### config.mk
export PLATFORM = sky130hd
export DESIGN_NAME = frc_range_check_host
export DESIGN_NICKNAME = d
export VERILOG_FILES = /design/src/hdl/frc_pkg.sv /design/src/hdl/frc_range_check_host.sv
export VERILOG_INCLUDE_DIRS = /design/src /design/src/hdl
export SDC_FILE = /design/constraint.sdc
export NUM_CORES = 1
export LEC_CHECK = 0
export CAP_MARGIN = 20
export CORE_MARGIN = 4
export CORE_UTILIZATION = 35
export DETAILED_ROUTE_END_ITERATION = 6
export DONT_BUFFER_PORTS = 1
export GPL_ROUTABILITY_DRIVEN = 0
export GPL_TIMING_DRIVEN = 0
export PLACE_DENSITY_LB_ADDON = 0.2
export SYNTH_ARGS = -nofsm -noshare
export SYNTH_HDL_FRONTEND = slang
export SYNTH_SLANG_ARGS = --single-unit
### constraint.sdc
create_clock -name sys_clk -period 12.3 [get_ports sys_clk]
set_input_delay 0 -clock sys_clk [delete_from_list [all_inputs] [get_ports sys_clk]]
set_output_delay 0 -clock sys_clk [all_outputs]
set_load 0.005 [all_outputs]
### src/hdl/frc_consts.svh
/*
 * Constants for the range CRC check host: command codes, pin addresses, sequence lengths, bus timing.
 * Assumes a 50 MHz sys_clk; timing counts are derived from times in nanoseconds.
 */
`ifndef FRC_CONSTS_SVH
`define FRC_CONSTS_SVH

`define FRC_CLK_NS 20
// Unlock cycles
`define FRC_UNLOCK1_DATA 16'h00AA
`define FRC_UNLOCK2_DATA 16'h0055
`define FRC_UNLOCK1_WADDR 32'h0000_0555
`define FRC_UNLOCK2_WADDR 32'h0000_02AA
`define FRC_UNLOCK1_BADDR 32'h0000_0AAA
`define FRC_UNLOCK2_BADDR 32'h0000_0555
// Command words
`define FRC_EXT_FUNC_CMD 16'h00EB
`define FRC_CRC_SUBOP 16'h0027
`define FRC_COUNT_WORD 16'h000A
`define FRC_COUNT_BYTE 16'h0015
`define FRC_OPTION_RANGE 16'hFFFE
`define FRC_RESERVED_WORD 16'h0000
`define FRC_CONFIRM_CMD 16'h0029
// Step numbering of the write sequence
`define FRC_STEP_UNLOCK1 6'h00
`define FRC_STEP_UNLOCK2 6'h01
`define FRC_STEP_EXT 6'h02
`define FRC_STEP_SUBOP 6'h03
`define FRC_STEP_COUNT 6'h04
`define FRC_STEP_PARAM0 6'h05
`define FRC_LAST_STEP_WORD 6'h10
`define FRC_LAST_STEP_BYTE 6'h1B
// Parameter entry positions
`define FRC_ENT_OPTION 4'h0
`define FRC_ENT_CRC0 4'h1
`define FRC_ENT_CRC1 4'h2
`define FRC_ENT_CRC2 4'h3
`define FRC_ENT_CRC3 4'h4
`define FRC_ENT_START_LO 4'h5
`define FRC_ENT_START_HI 4'h6
`define FRC_ENT_STOP_LO 4'h8
`define FRC_ENT_STOP_HI 4'h9
// Polling status bits; DQ15 carries the byte address lsb in byte mode
`define FRC_DQ_ERROR 5
`define FRC_DQ_TOGGLE 6
`define FRC_DQ_ALINE 15
// Bus timing, times in ns; least times round up
`define FRC_WE_LOW_NS 50
`define FRC_WE_HIGH_NS 40
`define FRC_READ_NS 110
`define FRC_WE_LOW_CYC (8'((`FRC_WE_LOW_NS + `FRC_CLK_NS - 1) / `FRC_CLK_NS))
`define FRC_WE_HIGH_CYC (8'((`FRC_WE_HIGH_NS + `FRC_CLK_NS - 1) / `FRC_CLK_NS))
// Read strobe also covers the two-stage input synchroniser
`define FRC_READ_CYC (8'((`FRC_READ_NS + `FRC_CLK_NS - 1) / `FRC_CLK_NS) + 8'h02)

`endif

### src/hdl/frc_pkg.sv
/*
 * Types for the range CRC check host.
 * Assumes frc_consts.svh supplies all numeric constants.
 */
package frc_pkg;
  typedef enum logic [6:0] {
    FRC_IDLE = 7'b0000001,
    FRC_SETUP = 7'b0000010,
    FRC_WPULSE = 7'b0000100,
    FRC_WREC = 7'b0001000,
    FRC_RPULSE = 7'b0010000,
    FRC_RGAP = 7'b0100000,
    FRC_FINISH = 7'b1000000
  } frc_state_e;
  typedef logic [15:0] frc_word_t;
  typedef logic [31:0] frc_baddr_t;
  typedef logic [63:0] frc_crc_t;
endpackage

### src/hdl/frc_range_check_host.sv
/*
 * Host controller that asks a parallel NOR flash to run its range CRC-64 check and polls for the verdict.
 * Assumes the flash pins are asynchronous to sys_clk; the board resolves the data bus from the enables.
 */
//
// Overview of operation
// - Send unlocks, EBh then 27h at zero.
// - Send count 000Ah word or 15h byte.
// - Send option FFFEh, or FEh, FFh bytes.
// - Send expected CRC at offsets one to four.
// - Send start byte address at offsets five, six.
// - Send stop at eight, nine; zeros at seven, ten.
// - Confirm with 0029h, then poll until ready or an error shows.
`timescale 1ns/10ps
`include "frc_consts.svh"

module frc_range_check_host #(
  parameter int ADDR_W = 25
) (
  // Clock and reset
  input wire logic sys_clk,
  input wire logic arst_n,
  // User request
  input wire logic startReq,
  input wire logic byteMode,
  input wire frc_pkg::frc_crc_t expectedCrc,
  input wire frc_pkg::frc_baddr_t rangeStart,
  input wire frc_pkg::frc_baddr_t rangeStop,
  // User result
  output logic busy,
  output logic donePulse,
  output logic checkPassed,
  output logic checkFailed,
  output logic rangeRefused,
  // Flash pins
  output logic [ADDR_W-1:0] flashAddr,
  output logic chipEnable_n,
  output logic writeEnable_n,
  output logic outputEnable_n,
  output logic byteSelect_n,
  input wire logic [15:0] dqIn,
  output logic [15:0] dqOut,
  output logic dqOe_n
);
  import frc_pkg::*;

  frc_state_e state_reg, state_next;
  logic [1:0] rstSync_reg;
  logic rst_n;
  logic [15:0] dqMeta_reg, dqSync_reg;
  logic [5:0] step_reg;
  logic [7:0] timer_reg;
  logic modeByte_reg;
  frc_crc_t crc_reg;
  frc_baddr_t startAddr_reg, stopAddr_reg;
  logic polling_reg, havePrev_reg, prevToggle_reg, prevErr_reg;
  logic timerDone, lastStep, toggleStopped, failSeen;
  frc_baddr_t busAddr;
  frc_word_t busData;

  // Parameter entry k of the range request, in word-mode order
  function automatic frc_word_t paramEntry(input logic [3:0] k);
    case (k)
      `FRC_ENT_OPTION: paramEntry = `FRC_OPTION_RANGE;
      `FRC_ENT_CRC0: paramEntry = crc_reg[15:0];
      `FRC_ENT_CRC1: paramEntry = crc_reg[31:16];
      `FRC_ENT_CRC2: paramEntry = crc_reg[47:32];
      `FRC_ENT_CRC3: paramEntry = crc_reg[63:48];
      `FRC_ENT_START_LO: paramEntry = startAddr_reg[15:0];
      `FRC_ENT_START_HI: paramEntry = startAddr_reg[31:16];
      `FRC_ENT_STOP_LO: paramEntry = stopAddr_reg[15:0];
      `FRC_ENT_STOP_HI: paramEntry = stopAddr_reg[31:16];
      default: paramEntry = `FRC_RESERVED_WORD;
    endcase
  endfunction

  // Address (word address in word mode, byte address in byte mode) and data of one write step; byte mode splits each entry low byte first
  always_comb begin
    logic [5:0] off;
    frc_word_t ent;
    off = step_reg - `FRC_STEP_PARAM0;
    ent = paramEntry(modeByte_reg ? off[4:1] : off[3:0]);
    busAddr = 32'h0000_0000;
    busData = `FRC_CONFIRM_CMD;
    case (step_reg)
      `FRC_STEP_UNLOCK1: begin
        busAddr = modeByte_reg ? `FRC_UNLOCK1_BADDR : `FRC_UNLOCK1_WADDR;
        busData = `FRC_UNLOCK1_DATA;
      end
      `FRC_STEP_UNLOCK2: begin
        busAddr = modeByte_reg ? `FRC_UNLOCK2_BADDR : `FRC_UNLOCK2_WADDR;
        busData = `FRC_UNLOCK2_DATA;
      end
      `FRC_STEP_EXT: busData = `FRC_EXT_FUNC_CMD;
      `FRC_STEP_SUBOP: busData = `FRC_CRC_SUBOP;
      `FRC_STEP_COUNT: busData = modeByte_reg ? `FRC_COUNT_BYTE : `FRC_COUNT_WORD;
      default: begin
        if (!lastStep) begin
          busAddr = {26'h0000000, off};
          if (modeByte_reg) begin
            busData = off[0] ? {8'h00, ent[15:8]} : {8'h00, ent[7:0]};
          end else begin
            busData = ent;
          end
        end
      end
    endcase
  end

  assign lastStep = step_reg == (modeByte_reg ? `FRC_LAST_STEP_BYTE : `FRC_LAST_STEP_WORD);
  assign timerDone = timer_reg == 8'h00;
  assign toggleStopped = havePrev_reg && (prevToggle_reg == dqSync_reg[`FRC_DQ_TOGGLE]);
  assign failSeen = havePrev_reg && prevErr_reg && !toggleStopped;

  // Reset release through two stages
  always_ff @(posedge sys_clk or negedge arst_n) begin
    if (!arst_n) begin
      rstSync_reg <= 2'b00;
    end else begin
      rstSync_reg <= {rstSync_reg[0], 1'b1};
    end
  end
  assign rst_n = rstSync_reg[1];

  // Data pins come from the flash's own timing domain
  always_ff @(posedge sys_clk or negedge rst_n) begin
    if (!rst_n) begin
      dqMeta_reg <= 16'h0000;
      dqSync_reg <= 16'h0000;
    end else begin
      dqMeta_reg <= dqIn;
      dqSync_reg <= dqMeta_reg;
    end
  end

  // Sequencer
  always_comb begin
    state_next = state_reg;
    case (state_reg)
      FRC_IDLE: begin
        if (startReq) begin
          // The flash would silently ignore an empty range, so it is refused here instead
          state_next = (rangeStop > rangeStart) ? FRC_SETUP : FRC_FINISH;
        end
      end
      FRC_SETUP: state_next = FRC_WPULSE;
      FRC_WPULSE: if (timerDone) state_next = FRC_WREC;
      FRC_WREC: if (timerDone) state_next = lastStep ? FRC_RPULSE : FRC_SETUP;
      FRC_RPULSE: begin
        if (timerDone) begin
          state_next = (toggleStopped || failSeen) ? FRC_FINISH : FRC_RGAP;
        end
      end
      FRC_RGAP: if (timerDone) state_next = FRC_RPULSE;
      FRC_FINISH: state_next = FRC_IDLE;
      default: state_next = FRC_IDLE;
    endcase
  end

  always_ff @(posedge sys_clk or negedge rst_n) begin
    if (!rst_n) begin
      state_reg <= FRC_IDLE;
    end else begin
      state_reg <= state_next;
    end
  end

  // Phase timer
  always_ff @(posedge sys_clk or negedge rst_n) begin
    if (!rst_n) begin
      timer_reg <= 8'h00;
    end else if (state_next != state_reg) begin
      case (state_next)
        FRC_WPULSE: timer_reg <= `FRC_WE_LOW_CYC - 8'h01;
        FRC_WREC: timer_reg <= `FRC_WE_HIGH_CYC - 8'h01;
        FRC_RPULSE: timer_reg <= `FRC_READ_CYC - 8'h01;
        FRC_RGAP: timer_reg <= `FRC_WE_HIGH_CYC - 8'h01;
        default: timer_reg <= 8'h00;
      endcase
    end else if (!timerDone) begin
      timer_reg <= timer_reg - 8'h01;
    end
  end

  // Request capture and step counter
  always_ff @(posedge sys_clk or negedge rst_n) begin
    if (!rst_n) begin
      modeByte_reg <= 1'b0;
      crc_reg <= 64'h0000_0000_0000_0000;
      startAddr_reg <= 32'h0000_0000;
      stopAddr_reg <= 32'h0000_0000;
      step_reg <= 6'h00;
    end else if (state_reg == FRC_IDLE) begin
      modeByte_reg <= byteMode;
      crc_reg <= expectedCrc;
      startAddr_reg <= rangeStart;
      stopAddr_reg <= rangeStop;
      step_reg <= `FRC_STEP_UNLOCK1;
    end else if (state_reg == FRC_WREC && timerDone && !lastStep) begin
      step_reg <= step_reg + 6'h01;
    end
  end

  // Polling history: toggle bit and error bit of the previous status read
  always_ff @(posedge sys_clk or negedge rst_n) begin
    if (!rst_n) begin
      havePrev_reg <= 1'b0;
      prevToggle_reg <= 1'b0;
      prevErr_reg <= 1'b0;
    end else if (state_reg == FRC_IDLE) begin
      havePrev_reg <= 1'b0;
    end else if (state_reg == FRC_RPULSE && timerDone) begin
      havePrev_reg <= 1'b1;
      prevToggle_reg <= dqSync_reg[`FRC_DQ_TOGGLE];
      prevErr_reg <= dqSync_reg[`FRC_DQ_ERROR];
    end
  end

  // Results
  always_ff @(posedge sys_clk or negedge rst_n) begin
    if (!rst_n) begin
      donePulse <= 1'b0;
      checkPassed <= 1'b0;
      checkFailed <= 1'b0;
      rangeRefused <= 1'b0;
      polling_reg <= 1'b0;
    end else begin
      donePulse <= state_reg == FRC_FINISH;
      polling_reg <= state_reg == FRC_RPULSE || state_reg == FRC_RGAP;
      if (state_reg == FRC_IDLE && startReq) begin
        checkPassed <= 1'b0;
        checkFailed <= 1'b0;
        rangeRefused <= !(rangeStop > rangeStart);
      end else if (state_reg == FRC_RPULSE && timerDone && toggleStopped) begin
        // Device went ready; a set error bit in the last two reads means mismatch
        checkFailed <= prevErr_reg || dqSync_reg[`FRC_DQ_ERROR];
        checkPassed <= !(prevErr_reg || dqSync_reg[`FRC_DQ_ERROR]);
      end else if (state_reg == FRC_RPULSE && timerDone && failSeen) begin
        checkFailed <= 1'b1;
      end
    end
  end

  // Pin drive; in byte mode the top data line carries the byte address lsb
  always_ff @(posedge sys_clk or negedge rst_n) begin
    if (!rst_n) begin
      flashAddr <= '0;
      dqOut <= 16'h0000;
      byteSelect_n <= 1'b1;
    end else begin
      byteSelect_n <= !modeByte_reg;
      if (state_reg == FRC_SETUP) begin
        if (modeByte_reg) begin
          flashAddr <= busAddr[ADDR_W:1];
          dqOut <= {busAddr[0], busData[14:0]};
        end else begin
          flashAddr <= busAddr[ADDR_W-1:0];
          dqOut <= busData;
        end
      end else if (state_reg == FRC_WREC && lastStep) begin
        flashAddr <= '0;
        dqOut <= 16'h0000;
      end
    end
  end

  assign busy = state_reg != FRC_IDLE;
  assign chipEnable_n = !(state_reg == FRC_SETUP || state_reg == FRC_WPULSE || state_reg == FRC_WREC ||
    state_reg == FRC_RPULSE);
  assign writeEnable_n = state_reg != FRC_WPULSE;
  assign outputEnable_n = state_reg != FRC_RPULSE;
  // The top line is released with all the others while reading, in byte mode too
  assign dqOe_n = !(state_reg == FRC_SETUP || state_reg == FRC_WPULSE || state_reg == FRC_WREC) || polling_reg;
endmodule

==> summary.md <==
| Metric | Value |
|---|---|
| DRC viols | `0` |
| Async SR Flop Fraction | `100%` |
| Most frequent cells in the layout | `371 x nand2_1, 188 x dfrtp_1, 134 x dlygate4sd3_1` |
| Flops & latches, synth | `191` |
| Endpoints failing setup | `0` |
| # rows | `61` |
| Final Cycle Share | `a little under a third` |
| Synth cell types | `between 80 and 90` |
| Initial core utilization | `35.7%` |
| VDD IR max | `124 µV` |
| Drt wl/cell | `~20 µm` |
| Root Driver | `clkbuf_16` |
| CTS Sinks | `191` |
| Fin. Hold Viols | `0` |
| CP Capture Type | `flip-flop` |
| Design area | `12600 µm²` |
| Worst-skew pair later-pin latency | `approximately 440 ps` |
| Syn Area/Cell | `8.86 µm²` |
| DR iter-0 viols | `811` |
| Crit path launch type | `flip-flop` |
| Final WS setup | `8550 ps` |
| Clock Skew | `14.5 ps` |
| CTS tree | `built` |
| Gr usage total | `around 22%` |
| N_diodes | `0` |
| Hold WS | `113 ps` |
| Post-CTS resize count | `0` |
| Actual slew at the worst max-slew pin | `between 1000 and 1500 ps` |
| Top-area cell type share of the netlist area | `47.3%` |
| Power per cell area | `203 nW/µm²` |
| Slew Limit Headroom | `30.1%` |
| Vias/cell | `5.28` |
| Cells after Synth | `1129` |
| Post-Syn Area | `10000 µm²` |
| Initial antenna violation count | `0` |
| Post-synthesis sequential area ratio | `47.8%` |
| Reg2reg setup slack | `8550 ps` |
| Max reg flops | `64` |
| Cts hold-fix bufs | `~130` |
| Setup Fix Bufs, Post-CTS | `0` |
| Max frequency | `267 MHz` |
| Max Cap Viol | `0` |
| Die ar. | `roughly 31000 µm²` |
| Core footprint | `28000 µm²` |
| Share of cells above drive strength 1 | `7.71%` |
| Number of global-route vias before repair | `9036` |
| Largest net degree at the start of global routing | `66` |
| H-tree Lvls | `4` |
| Final #Nets | `~1500` |
| Hold crit path type | `in -> reg` |
| Cell taking the most area after synthesis | `dfrtp_1` |
| Via count | `~9000` |
| Worst EP required | `12650 ps` |
| CP arrival | `4100 ps` |
| Final slew viol count | `0` |
| Post-DRT Antenna Nets | `0` |
| Commonest non-fill, non-tap cell in the layout | `nand2_1` |
| Clock Tree Buf Depth | `2` |
| Largest cells by area after synthesis | `dfrtp_1 47%, nand2_1 14%, ha_1 4.8%` |
| Yosys warns | `0` |
| Critical setup path kind | `reg -> reg` |
| Die width | `177 µm` |
| Detail Placement HPWL | `26.1 mm` |
| Total global routing overflow | `0` |
| P_leak | `5.91 nW` |
| Status | `finished clean` |
| RSZ-0062 raised after global routing | `false` |
| Main flop type after synthesis | `dfrtp_1` |
| Drt total wl | `34.5 mm` |
| Dpl ws | `approximately 8600 ps` |
| Area after DPL | `~11000 µm²` |
| TritonRoute pass-1 iters | `5` |
| Fin util | `44.9%` |
| Clk slew on worst S/H paths | `about 80 ps` |
| Fin crit period | `roughly 3700 ps` |
| Area growth syn-to-layout | `25.7%` |
| Die span in y | `177 µm` |
| Post-synth EDFFs | `0` |
| Crit-path max FO | `10` |
| Io pins | `199` |
| CTS Buf Count | `17` |
| First-pass GRT wire length | `53.4 mm` |
| Sum of negative setup slack | `0 ps` |
| Port bufs | `0` |
## through the flow
stage / cells / total power [W]
after floorplan: 1141 / 0.00161
after global placement: 1519 / 0.00191
after detailed placement: 1522 / 0.00193
after CTS: 1688 / 0.00257
after global routing: 1688 / 0.00274
final: 1688 / 0.00256
## cells in the mapped netlist (5+ instances only)
library cell and n:
nand2_1 371, dfrtp_1 189, o21ai_0 59, inv_1 47, a21oi_1 44, nor2_1 43
clkbuf_1 40, ha_1 38, a22oi_1 23, nand3_1 23, nand4_1 20, buf_4 19
a21o_1 15, a222oi_1 14, o21ai_1 13, nor3_1 11, xnor2_1 9, a221oi_1 8
a221o_1 7, buf_2 7, and2_1 6, xor2_1 6, a22o_1 5, nor3_2 5
o22ai_1 5
## cell families (layout without fill, tap and decap cells)
family	count (synthesis)	after routing	synth area share (%)
adder cells (fa/ha/maj)	38	38	4.75
AND/OR/NAND/NOR	516	516	22.3
buffers and inverters	120	289	5.45
AO/OA/AOI/OAI	238	238	17.1
XOR/XNOR	18	18	1.91
flip-flops	191	191	47.8
other	2	14	0.0751
multiplexers	6	6	0.638
## power by group
part           internal, W  leakage [nW]  switching, W
sequential        0.000882          2.39      0.000191
clock             0.000311         0.295      0.000281
combinational     0.000292          3.22      0.000599
total              0.00149          5.91       0.00107
## metal layers
layer / track usage, % / routed length (µm)
met4: 7.35 / 947
met5: 0 / 0
met2: 36.0 / 16500
met3: 3.89 / 2090
met1: 30.2 / 15000
## worst paths after layout
kind,from,endpoint,cells after the start
setup reg to reg,step_reg[0],dqOut[4],11
setup / recovery,step_reg[0],dqOut[4],11
max in group asynchronous,rstSync_reg[1],dqOut[15],2
hold reg to reg,rstSync_reg[1],startAddr_reg[6],0
hold / removal,dqIn[5],dqMeta_reg[5],1
min in group asynchronous,rstSync_reg[1],startAddr_reg[6],0
## area by class of cell
class	instances	area [µm²]
Buffer	72	365
Clock buffer	17	425
Clock inverter	15	200
Fill cell	2764	15400
Inverter	48	180
Multi-Input combinational cell	830	4720
Sequential cell	191	4790
Tap cell	378	473
Timing Repair Buffer	137	1420
## critical path, cell delays in order, from the launching register on
cell and delay, ps:
dfrtp_1 560, inv_1 230, ha_1 360, and2b_4 370
nand2b_4 170, a21oi_2 120, nor3_2 640, clkbuf_1 440
nand2_1 170, nand4_1 200, a221oi_1 130, a221oi_2 270
No activity file was read; power rests on OpenSTA's default activity.
